[config.mk]
export PLATFORM = sky130hd
export DESIGN_NAME = sfs_supervisor
export DESIGN_NICKNAME = d
export VERILOG_FILES = /design/src/rtl/sfs_pkg.sv /design/src/rtl/sfs_lifesign_wd.sv /design/src/rtl/sfs_supervisor.sv
export VERILOG_INCLUDE_DIRS = /design/src /design/src/rtl
export SDC_FILE = /design/constraint.sdc
export NUM_CORES = 1
export LEC_CHECK = 0
export BUFFER_PORTS_ARGS = -buffer_cell sky130_fd_sc_hd__buf_2
export CORE_ASPECT_RATIO = 1.5
export CORE_MARGIN = 2
export CORE_UTILIZATION = 40
export CTS_BUF_LIST = sky130_fd_sc_hd__clkbuf_4
export DETAILED_ROUTE_END_ITERATION = 12
export PLACE_DENSITY = 0.65
export SLEW_MARGIN = 20
export SYNTH_ARGS = -nofsm -noshare
export SYNTH_HDL_FRONTEND = slang
export SYNTH_HIERARCHICAL = 1
export SYNTH_SLANG_ARGS = --single-unit
[constraint.sdc]
create_clock -name clk_sys -period 2.7 [get_ports clk_sys]
set_input_delay 0.405 -clock clk_sys [delete_from_list [all_inputs] [get_ports clk_sys]]
set_output_delay 0.405 -clock clk_sys [all_outputs]
set_load 0.05 [all_outputs]
[src/rtl/sfs_consts.svh]
// Offsets, field positions, reset values and timing counts of the supervisor
`ifndef SFS_CONSTS_SVH
`define SFS_CONSTS_SVH

`define SFS_AW 8
`define SFS_ADDR_CFG 8'h00
`define SFS_ADDR_PERR 8'h04
`define SFS_ADDR_SERR 8'h08
`define SFS_ADDR_STAT 8'h0C
`define SFS_RESP_OKAY 2'h0
`define SFS_RESP_SLVERR 2'h2

// Configuration word
`define SFS_CFG_OVACT 0
`define SFS_CFG_SEC_LO 0
`define SFS_CFG_SEC_HI 3
`define SFS_CFG_PRI_LO 4
`define SFS_CFG_PRI_HI 7
`define SFS_CFG_INJ_PRI 8
`define SFS_CFG_INJ_SEC 9
`define SFS_CFG_RESET 4'h0

// Primary error flags
`define SFS_PERR_RST1 0
`define SFS_PERR_CER1 1
`define SFS_PERR_PAR1 2
`define SFS_PERR_W 3

// Secondary error flags
`define SFS_SERR_UV2 0
`define SFS_SERR_OV2 1
`define SFS_SERR_UV3 2
`define SFS_SERR_OV3 3
`define SFS_SERR_CER2 4
`define SFS_SERR_PAR2 5
`define SFS_SERR_W 6

// Status word
`define SFS_STAT_LIVE_LO 0
`define SFS_STAT_LIVE_HI 3
`define SFS_STAT_COMM 4
`define SFS_STAT_UV1 5
`define SFS_STAT_PRUN 6
`define SFS_STAT_SRUN 7
`define SFS_STAT_TOFF 8

// Synchronised pin inputs
`define SFS_NPIN 8
`define SFS_PIN_UV1 0
`define SFS_PIN_UV2 1
`define SFS_PIN_OV2 2
`define SFS_PIN_UV3 3
`define SFS_PIN_OV3 4
`define SFS_PIN_RST2 5
`define SFS_PIN_PRIMARY_REFERENCE_PIN 6
`define SFS_PIN_SECONDARY_REFERENCE_PIN 7

// Lifesign timing
`define SFS_CLK_NS 50
`define SFS_T_LS_NS 10000
`define SFS_T_LSMIN_NS 7500
`define SFS_T_LSMAX_NS 12500
`define SFS_LS_PERIOD_CYC (`SFS_T_LS_NS / `SFS_CLK_NS)
`define SFS_LS_MIN_CYC ((`SFS_T_LSMIN_NS + `SFS_CLK_NS - 1) / `SFS_CLK_NS)
`define SFS_LS_MAX_CYC (`SFS_T_LSMAX_NS / `SFS_CLK_NS)
`define SFS_LS_CW 9
`define SFS_LS_FAILS 2

`endif

[src/rtl/sfs_pkg.sv]
// Types shared by the supervisor modules
`include "sfs_consts.svh"
package sfs_pkg;
    typedef logic [31:0] sfs_word_t;
    typedef logic [`SFS_LS_CW-1:0] sfs_lscnt_t;
    typedef logic [1:0] sfs_fails_t;
endpackage

[src/rtl/sfs_lifesign_wd.sv]
// Lifesign window watchdog kept by one die on the other die's lifesign
`include "sfs_consts.svh"
module sfs_lifesign_wd (
    input wire logic clk_sys, // System clock
    input wire logic rstn, // Async reset, active low
    input wire logic run, // Watching die out of reset
    input wire logic lsIn, // Lifesign pulse from the far die
    output logic lossEvent, // One-cycle class B event
    output logic linkOk // Link present
);
    sfs_pkg::sfs_lscnt_t cnt_ff;
    sfs_pkg::sfs_fails_t fails_ff;
    logic bad;

    // Early lifesign or none by the window end both count as errors
    assign bad = lsIn ? (cnt_ff < `SFS_LS_CW'(`SFS_LS_MIN_CYC))
                      : (cnt_ff >= `SFS_LS_CW'(`SFS_LS_MAX_CYC));

    always_ff @(posedge clk_sys or negedge rstn) begin
        if (!rstn) begin
            cnt_ff <= '0;
        end else if (!run || lsIn || bad) begin
            cnt_ff <= '0;
        end else begin
            cnt_ff <= cnt_ff + `SFS_LS_CW'(1);
        end
    end

    always_ff @(posedge clk_sys or negedge rstn) begin
        if (!rstn) begin
            fails_ff <= '0;
            lossEvent <= 1'b0;
            linkOk <= 1'b0;
        end else if (!run) begin
            fails_ff <= '0;
            lossEvent <= 1'b0;
            linkOk <= 1'b0;
        end else begin
            lossEvent <= 1'b0;
            if (bad) begin
                if (fails_ff == 2'(`SFS_LS_FAILS - 1)) begin
                    lossEvent <= 1'b1;
                    linkOk <= 1'b0;
                end
                if (fails_ff != 2'(`SFS_LS_FAILS)) begin
                    fails_ff <= fails_ff + 2'h1;
                end
            end else if (lsIn) begin
                fails_ff <= '0;
                linkOk <= 1'b1;
            end
        end
    end
endmodule

[src/rtl/sfs_supervisor.sv]
// Supply and internal fault supervisor with AXI4-Lite register slave
`include "sfs_consts.svh"
module sfs_supervisor (
    input wire logic clk_sys, // System clock
    input wire logic rstn, // Async reset, active low
    input wire logic vcc1UvComp, // Primary undervoltage comparator
    input wire logic vcc2UvComp, // Secondary positive undervoltage
    input wire logic vcc2OvComp, // Secondary positive overvoltage
    input wire logic vee2UvComp, // Negative supply undervoltage
    input wire logic vee2OvComp, // Negative supply overvoltage
    input wire logic vcc2RstComp, // Secondary supply below reset level
    input wire logic iref1Fault, // Primary reference pin open/short
    input wire logic iref2Fault, // Secondary reference pin open
    output logic resetReadyN, // Reset/ready pin, low = asserted
    output logic faultBN, // Fault B pin, low = active
    output logic emergencyTurnOff, // Emergency regular turn-off request
    output logic primDieRstN, // Primary die logic reset
    output logic secDieRstN, // Secondary die logic reset
    input wire logic [`SFS_AW-1:0] awaddr, // Write address
    input wire logic awvalid, // Write address valid
    output logic awready, // Write address ready
    input wire logic [31:0] wdata, // Write data
    input wire logic [3:0] wstrb, // Write byte strobes
    input wire logic wvalid, // Write data valid
    output logic wready, // Write data ready
    output logic [1:0] bresp, // Write response
    output logic bvalid, // Write response valid
    input wire logic bready, // Write response ready
    input wire logic [`SFS_AW-1:0] araddr, // Read address
    input wire logic arvalid, // Read address valid
    output logic arready, // Read address ready
    output sfs_pkg::sfs_word_t rdata, // Read data
    output logic [1:0] rresp, // Read response
    output logic rvalid, // Read data valid
    input wire logic rready // Read data ready
);
    logic [`SFS_NPIN-1:0] pinRaw, s1_ff, s2_ff, s3_ff, live_ff, agree;
    logic uv1D_ff;
    logic [3:0] secCfg_ff, priCfg_ff;
    logic secPar_ff, priPar_ff, secParFail, priParFail;
    logic [`SFS_PERR_W-1:0] perr_ff, perrSet, perrClr;
    logic [`SFS_SERR_W-1:0] serr_ff, serrSet, serrClr;
    logic vee2OvAct, toffCause, fltBCause, priRun, secRun;
    logic [1:0] dieRun, lsPulse_ff, lossEvent, linkOk;
    sfs_pkg::sfs_lscnt_t lsGen_ff [2];
    logic [`SFS_AW-1:0] awAddr_ff;
    sfs_pkg::sfs_word_t wData_ff;
    logic [3:0] wStrb_ff;
    logic doWrite, mappedW;
    sfs_pkg::sfs_word_t rdMux;
    logic mappedR;

    assign pinRaw = {iref2Fault, iref1Fault, vcc2RstComp, vee2OvComp,
                     vee2UvComp, vcc2OvComp, vcc2UvComp, vcc1UvComp};
    assign agree = ~(s2_ff ^ s3_ff);

    // Three-stage sync; a change counts once stages two and three agree
    always_ff @(posedge clk_sys or negedge rstn) begin
        if (!rstn) begin
            s1_ff <= '0;
            s2_ff <= '0;
            s3_ff <= '0;
            live_ff <= '0;
        end else begin
            s1_ff <= pinRaw;
            s2_ff <= s1_ff;
            s3_ff <= s2_ff;
            live_ff <= (agree & s3_ff) | (~agree & live_ff);
        end
    end

    // Even parity over each die's configuration
    assign secParFail = (^secCfg_ff) ^ secPar_ff;
    assign priParFail = (^priCfg_ff) ^ priPar_ff;
    assign vee2OvAct = secCfg_ff[`SFS_CFG_OVACT];

    assign priRun = !live_ff[`SFS_PIN_UV1] && !live_ff[`SFS_PIN_PRIMARY_REFERENCE_PIN]
                    && !priParFail;
    assign secRun = !live_ff[`SFS_PIN_RST2] && !live_ff[`SFS_PIN_SECONDARY_REFERENCE_PIN]
                    && !secParFail;
    assign dieRun = {secRun, priRun};

    // Cause goes away with the supply, so the driver may be re-enabled
    assign toffCause = live_ff[`SFS_PIN_UV1]
        | live_ff[`SFS_PIN_UV2] | live_ff[`SFS_PIN_OV2]
        | live_ff[`SFS_PIN_UV3]
        | (live_ff[`SFS_PIN_OV3] & vee2OvAct)
        | live_ff[`SFS_PIN_SECONDARY_REFERENCE_PIN] | secParFail
        | priParFail;
    // Comm loss is a class B event and keeps fault B until cleared
    assign fltBCause = live_ff[`SFS_PIN_UV2] | live_ff[`SFS_PIN_OV2]
        | live_ff[`SFS_PIN_UV3]
        | (live_ff[`SFS_PIN_OV3] & vee2OvAct)
        | priParFail
        | perr_ff[`SFS_PERR_CER1] | serr_ff[`SFS_SERR_CER2];

    always_ff @(posedge clk_sys or negedge rstn) begin
        if (!rstn) begin
            resetReadyN <= 1'b0;
            faultBN <= 1'b1;
            emergencyTurnOff <= 1'b0;
            primDieRstN <= 1'b0;
            secDieRstN <= 1'b0;
        end else begin
            resetReadyN <= priRun;
            faultBN <= !fltBCause;
            emergencyTurnOff <= toffCause;
            primDieRstN <= priRun;
            secDieRstN <= secRun;
        end
    end

    // Lifesign generator of die d is checked by the watchdog of the other
    genvar d;
    generate
        for (d = 0; d < 2; d++) begin : g_die
            always_ff @(posedge clk_sys or negedge rstn) begin
                if (!rstn) begin
                    lsGen_ff[d] <= '0;
                    lsPulse_ff[d] <= 1'b0;
                end else if (!dieRun[d]) begin
                    lsGen_ff[d] <= '0;
                    lsPulse_ff[d] <= 1'b0;
                end else if (lsGen_ff[d] ==
                             `SFS_LS_CW'(`SFS_LS_PERIOD_CYC - 1)) begin
                    lsGen_ff[d] <= '0;
                    lsPulse_ff[d] <= 1'b1;
                end else begin
                    lsGen_ff[d] <= lsGen_ff[d] + `SFS_LS_CW'(1);
                    lsPulse_ff[d] <= 1'b0;
                end
            end
            sfs_lifesign_wd u_wd (
                .clk_sys(clk_sys),
                .rstn(rstn),
                .run(dieRun[d]),
                .lsIn(lsPulse_ff[1-d]),
                .lossEvent(lossEvent[d]),
                .linkOk(linkOk[d])
            );
        end
    endgenerate

    // Sticky flags: a set in the clearing cycle wins
    always_comb begin
        perrSet = '0;
        perrSet[`SFS_PERR_RST1] = uv1D_ff && !live_ff[`SFS_PIN_UV1];
        perrSet[`SFS_PERR_CER1] = lossEvent[0];
        perrSet[`SFS_PERR_PAR1] = priParFail;
        serrSet = '0;
        serrSet[`SFS_SERR_UV2] = live_ff[`SFS_PIN_UV2];
        serrSet[`SFS_SERR_OV2] = live_ff[`SFS_PIN_OV2];
        serrSet[`SFS_SERR_UV3] = live_ff[`SFS_PIN_UV3];
        serrSet[`SFS_SERR_OV3] = live_ff[`SFS_PIN_OV3];
        serrSet[`SFS_SERR_CER2] = lossEvent[1];
        serrSet[`SFS_SERR_PAR2] = secParFail;
    end

    assign perrClr = (doWrite && awAddr_ff == `SFS_ADDR_PERR && wStrb_ff[0])
                     ? wData_ff[`SFS_PERR_W-1:0] : '0;
    assign serrClr = (doWrite && awAddr_ff == `SFS_ADDR_SERR && wStrb_ff[0])
                     ? wData_ff[`SFS_SERR_W-1:0] : '0;

    always_ff @(posedge clk_sys or negedge rstn) begin
        if (!rstn) begin
            uv1D_ff <= 1'b0;
            perr_ff <= '0;
            serr_ff <= '0;
        end else begin
            uv1D_ff <= live_ff[`SFS_PIN_UV1];
            perr_ff <= (perr_ff & ~perrClr) | perrSet;
            serr_ff <= (serr_ff & ~serrClr) | serrSet;
        end
    end

    // Configuration with stored parity; inject bits corrupt it for test
    always_ff @(posedge clk_sys or negedge rstn) begin
        if (!rstn) begin
            secCfg_ff <= `SFS_CFG_RESET;
            priCfg_ff <= `SFS_CFG_RESET;
            secPar_ff <= 1'b0;
            priPar_ff <= 1'b0;
        end else if (doWrite && awAddr_ff == `SFS_ADDR_CFG) begin
            if (wStrb_ff[0]) begin
                secCfg_ff <= wData_ff[`SFS_CFG_SEC_HI:`SFS_CFG_SEC_LO];
                priCfg_ff <= wData_ff[`SFS_CFG_PRI_HI:`SFS_CFG_PRI_LO];
                secPar_ff <= (^wData_ff[`SFS_CFG_SEC_HI:`SFS_CFG_SEC_LO])
                    ^ (wStrb_ff[1] & wData_ff[`SFS_CFG_INJ_SEC]);
                priPar_ff <= (^wData_ff[`SFS_CFG_PRI_HI:`SFS_CFG_PRI_LO])
                    ^ (wStrb_ff[1] & wData_ff[`SFS_CFG_INJ_PRI]);
            end
        end
    end

    // Write channel: address and data taken in either order
    assign doWrite = !awready && !wready && !bvalid;
    assign mappedW = awAddr_ff == `SFS_ADDR_CFG
        || awAddr_ff == `SFS_ADDR_PERR || awAddr_ff == `SFS_ADDR_SERR
        || awAddr_ff == `SFS_ADDR_STAT;

    // Captured address and data stay put until the response is taken
    always_ff @(posedge clk_sys or negedge rstn) begin
        if (!rstn) begin
            awAddr_ff <= '0;
            wData_ff <= '0;
            wStrb_ff <= '0;
        end else begin
            if (awvalid && awready) begin
                awAddr_ff <= awaddr;
            end
            if (wvalid && wready) begin
                wData_ff <= wdata;
                wStrb_ff <= wstrb;
            end
        end
    end

    always_ff @(posedge clk_sys or negedge rstn) begin
        if (!rstn) begin
            awready <= 1'b1;
            wready <= 1'b1;
            bvalid <= 1'b0;
            bresp <= `SFS_RESP_OKAY;
        end else begin
            if (awvalid && awready) begin
                awready <= 1'b0;
            end
            if (wvalid && wready) begin
                wready <= 1'b0;
            end
            if (doWrite) begin
                bvalid <= 1'b1;
                bresp <= mappedW ? `SFS_RESP_OKAY : `SFS_RESP_SLVERR;
            end
            if (bvalid && bready) begin
                bvalid <= 1'b0;
                awready <= 1'b1;
                wready <= 1'b1;
            end
        end
    end

    // Read data mux; status word is live, not sticky
    always_comb begin
        rdMux = '0;
        mappedR = 1'b1;
        unique case (araddr)
            `SFS_ADDR_CFG: begin
                rdMux[`SFS_CFG_SEC_HI:`SFS_CFG_SEC_LO] = secCfg_ff;
                rdMux[`SFS_CFG_PRI_HI:`SFS_CFG_PRI_LO] = priCfg_ff;
            end
            `SFS_ADDR_PERR: rdMux[`SFS_PERR_W-1:0] = perr_ff;
            `SFS_ADDR_SERR: rdMux[`SFS_SERR_W-1:0] = serr_ff;
            `SFS_ADDR_STAT: begin
                rdMux[`SFS_STAT_LIVE_HI:`SFS_STAT_LIVE_LO] =
                    live_ff[`SFS_PIN_OV3:`SFS_PIN_UV2];
                rdMux[`SFS_STAT_COMM] = linkOk[0];
                rdMux[`SFS_STAT_UV1] = live_ff[`SFS_PIN_UV1];
                rdMux[`SFS_STAT_PRUN] = priRun;
                rdMux[`SFS_STAT_SRUN] = secRun;
                rdMux[`SFS_STAT_TOFF] = toffCause;
            end
            default: mappedR = 1'b0;
        endcase
    end

    // Read data is latched with the address so it holds while rvalid waits
    always_ff @(posedge clk_sys or negedge rstn) begin
        if (!rstn) begin
            rdata <= '0;
            rresp <= `SFS_RESP_OKAY;
        end else if (arvalid && arready) begin
            rdata <= rdMux;
            rresp <= mappedR ? `SFS_RESP_OKAY : `SFS_RESP_SLVERR;
        end
    end

    always_ff @(posedge clk_sys or negedge rstn) begin
        if (!rstn) begin
            arready <= 1'b1;
            rvalid <= 1'b0;
        end else if (arvalid && arready) begin
            arready <= 1'b0;
            rvalid <= 1'b1;
        end else if (rvalid && rready) begin
            rvalid <= 1'b0;
            arready <= 1'b1;
        end
    end
endmodule

# After elaboration in Yosys (flattened, before gate mapping)
# Cells that the tools add are included.
# op_classes
n_addsub,6
magnitude_cmp,4
n_eq_ne,17
mux,49
bitwise_logic,32
reduce_logical,51
# op_table
operator,n
$mux 9,6
$add 9x1->9 const B,4
$eq 8x4->1 const B,4
$mux 1,28
$mux 2,10
$eq 9x8->1 const B,2
$ge 9x8->1 const B,2
$lt 9x8->1 const B,2
$logic_and 1x1->1,17
$and 8x8->8,2
$eq 8x3->1 const B,2
$logic_not 8->1,2
$not 8->8,2
$reduce_xor 4->1,4
$ne 3x3->1 const B,5
$or 1x1->1,13
$logic_not 1->1,12
$pmux 3 s4,1
$pmux 3 s3,1
$or 8x8->8,1
$reduce_and 2->1,4
$reduce_bool 2->1,4
$xor 8x8->8,1
$logic_or 1x1->1,7
15 further kinds,23
# word_totals
register_bits,139
input_bits,67
out_inout_bits,46
elab_cells,196

# Longest topological paths before layout
# logic_depth
ltp_word,9
ltp_mapped,6
mapped_depth_nobuf,6

# Cells and area by module
# The synthesis kept the hierarchy.
# by_module_without_submodules
module,n_inst,cells_per_inst,area_each_um2
sfs_supervisor,1,356,4606.9
sfs_lifesign_wd,2,64,651.9

# Least setup slack after synthesis
# Ideal clock, no wire load.
# synth_timing
kind,reg2reg
from,register bvalid
to,register priCfg_ff[0]
setup_ps,125
arrival_ps,1751
setup_slack_ps,824
stages_incl_launch_ff,7
n_path_buf,2
cell_sequence,dfrtp_1 nor4b_1 and4b_1 buf_6 and2b_1 buf_6 mux2_2
# synth_between
elab_chain_len,4
# synth_rtl
element,line_no,text
start: declaration,sfs_supervisor.sv:27,"output logic bvalid,"
start signal: assignment,sfs_supervisor.sv:222,bvalid <= 1'b0;
start signal: assignment,sfs_supervisor.sv:232,bvalid <= 1'b1;
start signal: assignment,sfs_supervisor.sv:236,bvalid <= 1'b0;
$logic_not 1->1,sfs_supervisor.sv:196,assign doWrite = !awready && !wready && !bvalid;
$logic_and 1x1->1,sfs_supervisor.sv:196,
$logic_and 1x1->1 (no source line),-,
$reduce_and 2->1 (no source line),-,
end signal: assignment,sfs_supervisor.sv:180,priCfg_ff <= `SFS_CFG_RESET;
end signal: assignment,sfs_supervisor.sv:186,priCfg_ff <= wData_ff[`SFS_CFG_PRI_HI:`SFS_CFG_PRI_LO];
end: declaration,sfs_supervisor.sv:39,"logic [3:0] secCfg_ff, priCfg_ff;"
# No other way between the ends.
# A chain may end at the register's enable or synchronous reset.

# Worst setup path in the final report
# layout_timing
from,register wready
to,register secCfg_ff[3]
# layout_between
elab_chain_len,5
# layout_rtl
element,line_no,text
start: declaration,sfs_supervisor.sv:25,"output logic wready,"
start signal: assignment,sfs_supervisor.sv:221,wready <= 1'b1;
start signal: assignment,sfs_supervisor.sv:229,wready <= 1'b0;
start signal: assignment,sfs_supervisor.sv:238,wready <= 1'b1;
$logic_not 1->1,sfs_supervisor.sv:196,
$logic_and 1x1->1 (2 in a row),sfs_supervisor.sv:196,
$logic_and 1x1->1 (no source line),-,
$reduce_and 2->1 (no source line),-,
end signal: assignment,sfs_supervisor.sv:179,secCfg_ff <= `SFS_CFG_RESET;
end signal: assignment,sfs_supervisor.sv:185,secCfg_ff <= wData_ff[`SFS_CFG_SEC_HI:`SFS_CFG_SEC_LO];
end: declaration,sfs_supervisor.sv:39,
# No other way between the ends.

==> results_dict.tcl <==
set metrics [dict create \
    status "complete, no violations" \
    yosysWarnings 6 \
    initial_utilization_pct 40.58 \
    met2_length_mm 5.742 \
    max_slew_margin_pct 53.81 \
    whs_ns 0.09041 \
    critical_path.max_fanout 10 \
    grtUsageTotal_pct 14.75 \
    drc 0 \
    holdPathStages 2 \
    die_w_um 102.9 \
    drt-total-wl_mm 10.92 \
    fillers 1355 \
    core_area_um2 14460 \
    synth_area_um2 5868 \
    power_leakage_nw 3.040 \
    firstDrtPassIters 4 \
    reg2reg_depth 4 \
    vdd_drop_max_v 0.0003986 \
    min_path_type "in -> reg" \
    rrSetupSlack_ns 0.69 \
    r2r-end "secCfg_ff[3]" \
    hold_viol 0 \
    grt_pass1_vias 3879 \
    vias 3742 \
    maxCapViolCount 0 \
    syn_inst 480 \
    fmax_mhz 496.5 \
    grt_overflow 0 \
    dp_hpwl_mm 7.856 \
    multiInputGateArea_um2 2232 \
    end_kind "register" \
    cts-root-buf "clkbuf_4" \
    dieArea_um2 15680 \
    io_pins 113 \
    wire_per_inst_um 14.03 \
    port-buffer-count 63 \
    antenna_found_initial 1 \
    finalClockSkew_ns 0.02074 \
    slew_viol_final 0 \
    wl_met1_mm 4.585 \
    setup_violations 0 \
    rows 54 \
    whs_endpoint "bvalid" \
    fin_crit_ns 2.014 \
    cts_buffers 17 \
    area_growth_pct 15.63 \
    fin_nets 643 \
    cts_buffer_depth 2 \
    grt_max_degree 66 \
    insertion_delay_ns 0.52 \
    rsz0062_at_grt "false" \
    worst_slack_ns 0.6857 \
    hold_start "bready" \
    ant_nets 0 \
    critPathKind "reg -> reg" \
    critPathArrivalTime_ns 2.43 \
    drive_gt1_share_pct 25.13 \
    critPathRequiredTime_ns 3.12 \
    chipHeight_um 152.3 \
    post_cts_buffers 0 \
    p_per_area_nw_per_um2 820.5 \
    dr.max_layer_used "met4" \
    timing.final.crit_share_pct 74.60 \
    synth.avg_cell_area_um2 12.23 \
    preCtsSetupSlack_ns 0.6601 \
    gp_routability_congestion 0.7788 \
    seqCellArea_um2 3433 \
    rr_startpoint "wready" \
    final.setup.tns_ns 0 \
    cts.sink_count 137 \
    cts_resized 0 \
    cts.htree.levels 4 \
    dr.first_iter.drc_count 165 \
    wl_met3_um 462 \
    cp-start-kind "register" \
    tritoncts "built" \
    grt_pass1_wl_mm 18.33 \
    clk_pin_slew_ns 0.12 \
    tightest_slew_ns 0.6753 \
    via_per_inst 4.810 \
]
-- power breakdown --
group          internal, mW  switching [mW]
Combinational         0.577           0.756
Clock                 0.828           0.724
Sequential             2.39           0.297
Total                  3.79            1.78
-- placed cells by master, fill, tap and decap left out, types with 4 or more instances in the layout --
cell	n
and3_1	10
nand2_1	32
ha_1	8
nor2_1	47
mux2_2	33
inv_1	15
xor2_1	14
buf_2	62
a21o_1	5
dlygate4sd3_1	12
xnor2_1	22
clkbuf_4	18
and2_1	5
nand3_1	22
conb_1	27
bufinv_16	5
dfrtp_1	133
nand4_1	7
dfstp_2	4
nor3_1	5
o21ai_0	16
maj3_1	8
-- timing repair --
action | 4_1_cts | 5_1_grt
setup endpoints to repair | 0 | 0
hold buffers | 12 | 0
hold endpoints to repair | 58 | 0
-- worst max path at each step --
stage	startpoint	to	slack, ns
floorplan	bvalid	priCfg_ff[0]	0.82
global placement	wready	secCfg_ff[0]	0.70
detailed placement	wready	secCfg_ff[1]	0.66
CTS	wready	secCfg_ff[3]	0.65
global route	wStrb_ff[0]	secPar_ff	0.53
finish	wready	secCfg_ff[3]	0.69
-- registers in the layout, indices dropped and copies added (netlist names), 6 cells and up, named ones only --
| signal | flops |
|---|---|
| awAddr_ff | 8 |
| g_die.u_wd/cnt_ff | 18 |
| lsGen_ff | 18 |
| rdata | 9 |
| s1_ff | 8 |
| s2_ff | 8 |
| s3_ff | 8 |
| serr_ff | 6 |
| wData_ff | 10 |
-- metrics by stage --
| stage | instances | utilization [%] | total power, mW | instance area, um2 |
|---|---|---|---|---|
| 2_1_floorplan | 504 | - | 3.698 | 5958 |
| 3_3_place_gp | 733 | 43.73 | 4.004 | 6324 |
| 3_5_place_dp | 733 | 43.73 | 4.062 | 6324 |
| 4_1_cts | 777 | 46.91 | 5.640 | 6783 |
| 5_1_grt | 778 | 46.93 | 5.877 | 6785 |
| 6_report | 778 | 46.93 | 5.567 | 6785 |
-- worst max-delay path: stages, from the launching register on --
cell and delay [ns]:
dfstp_2 0.40, nor4b_1 0.31, and4b_1 0.39, and2b_1 0.43
mux2_2 0.38
-- layer usage --
metal	GRT usage, %	up-vias
met5	0	-
met4	5.075	0
met3	4.266	10
met2	24.68	93
met1	17.98	1846
li1	-	1793
-- final cells by class --
cell class / count / area share (%)
flip-flops and latches: 137 / 50.60
multi-input cells: 319 / 32.90
inverters: 15 / 0.8298
clock buffers: 18 / 1.992
well taps: 196 / 3.614
diodes: 1 / 0.03688
clock inverters: 14 / 3.006
repair buffers: 78 / 7.026
Power figures use the tool's default switching activity.
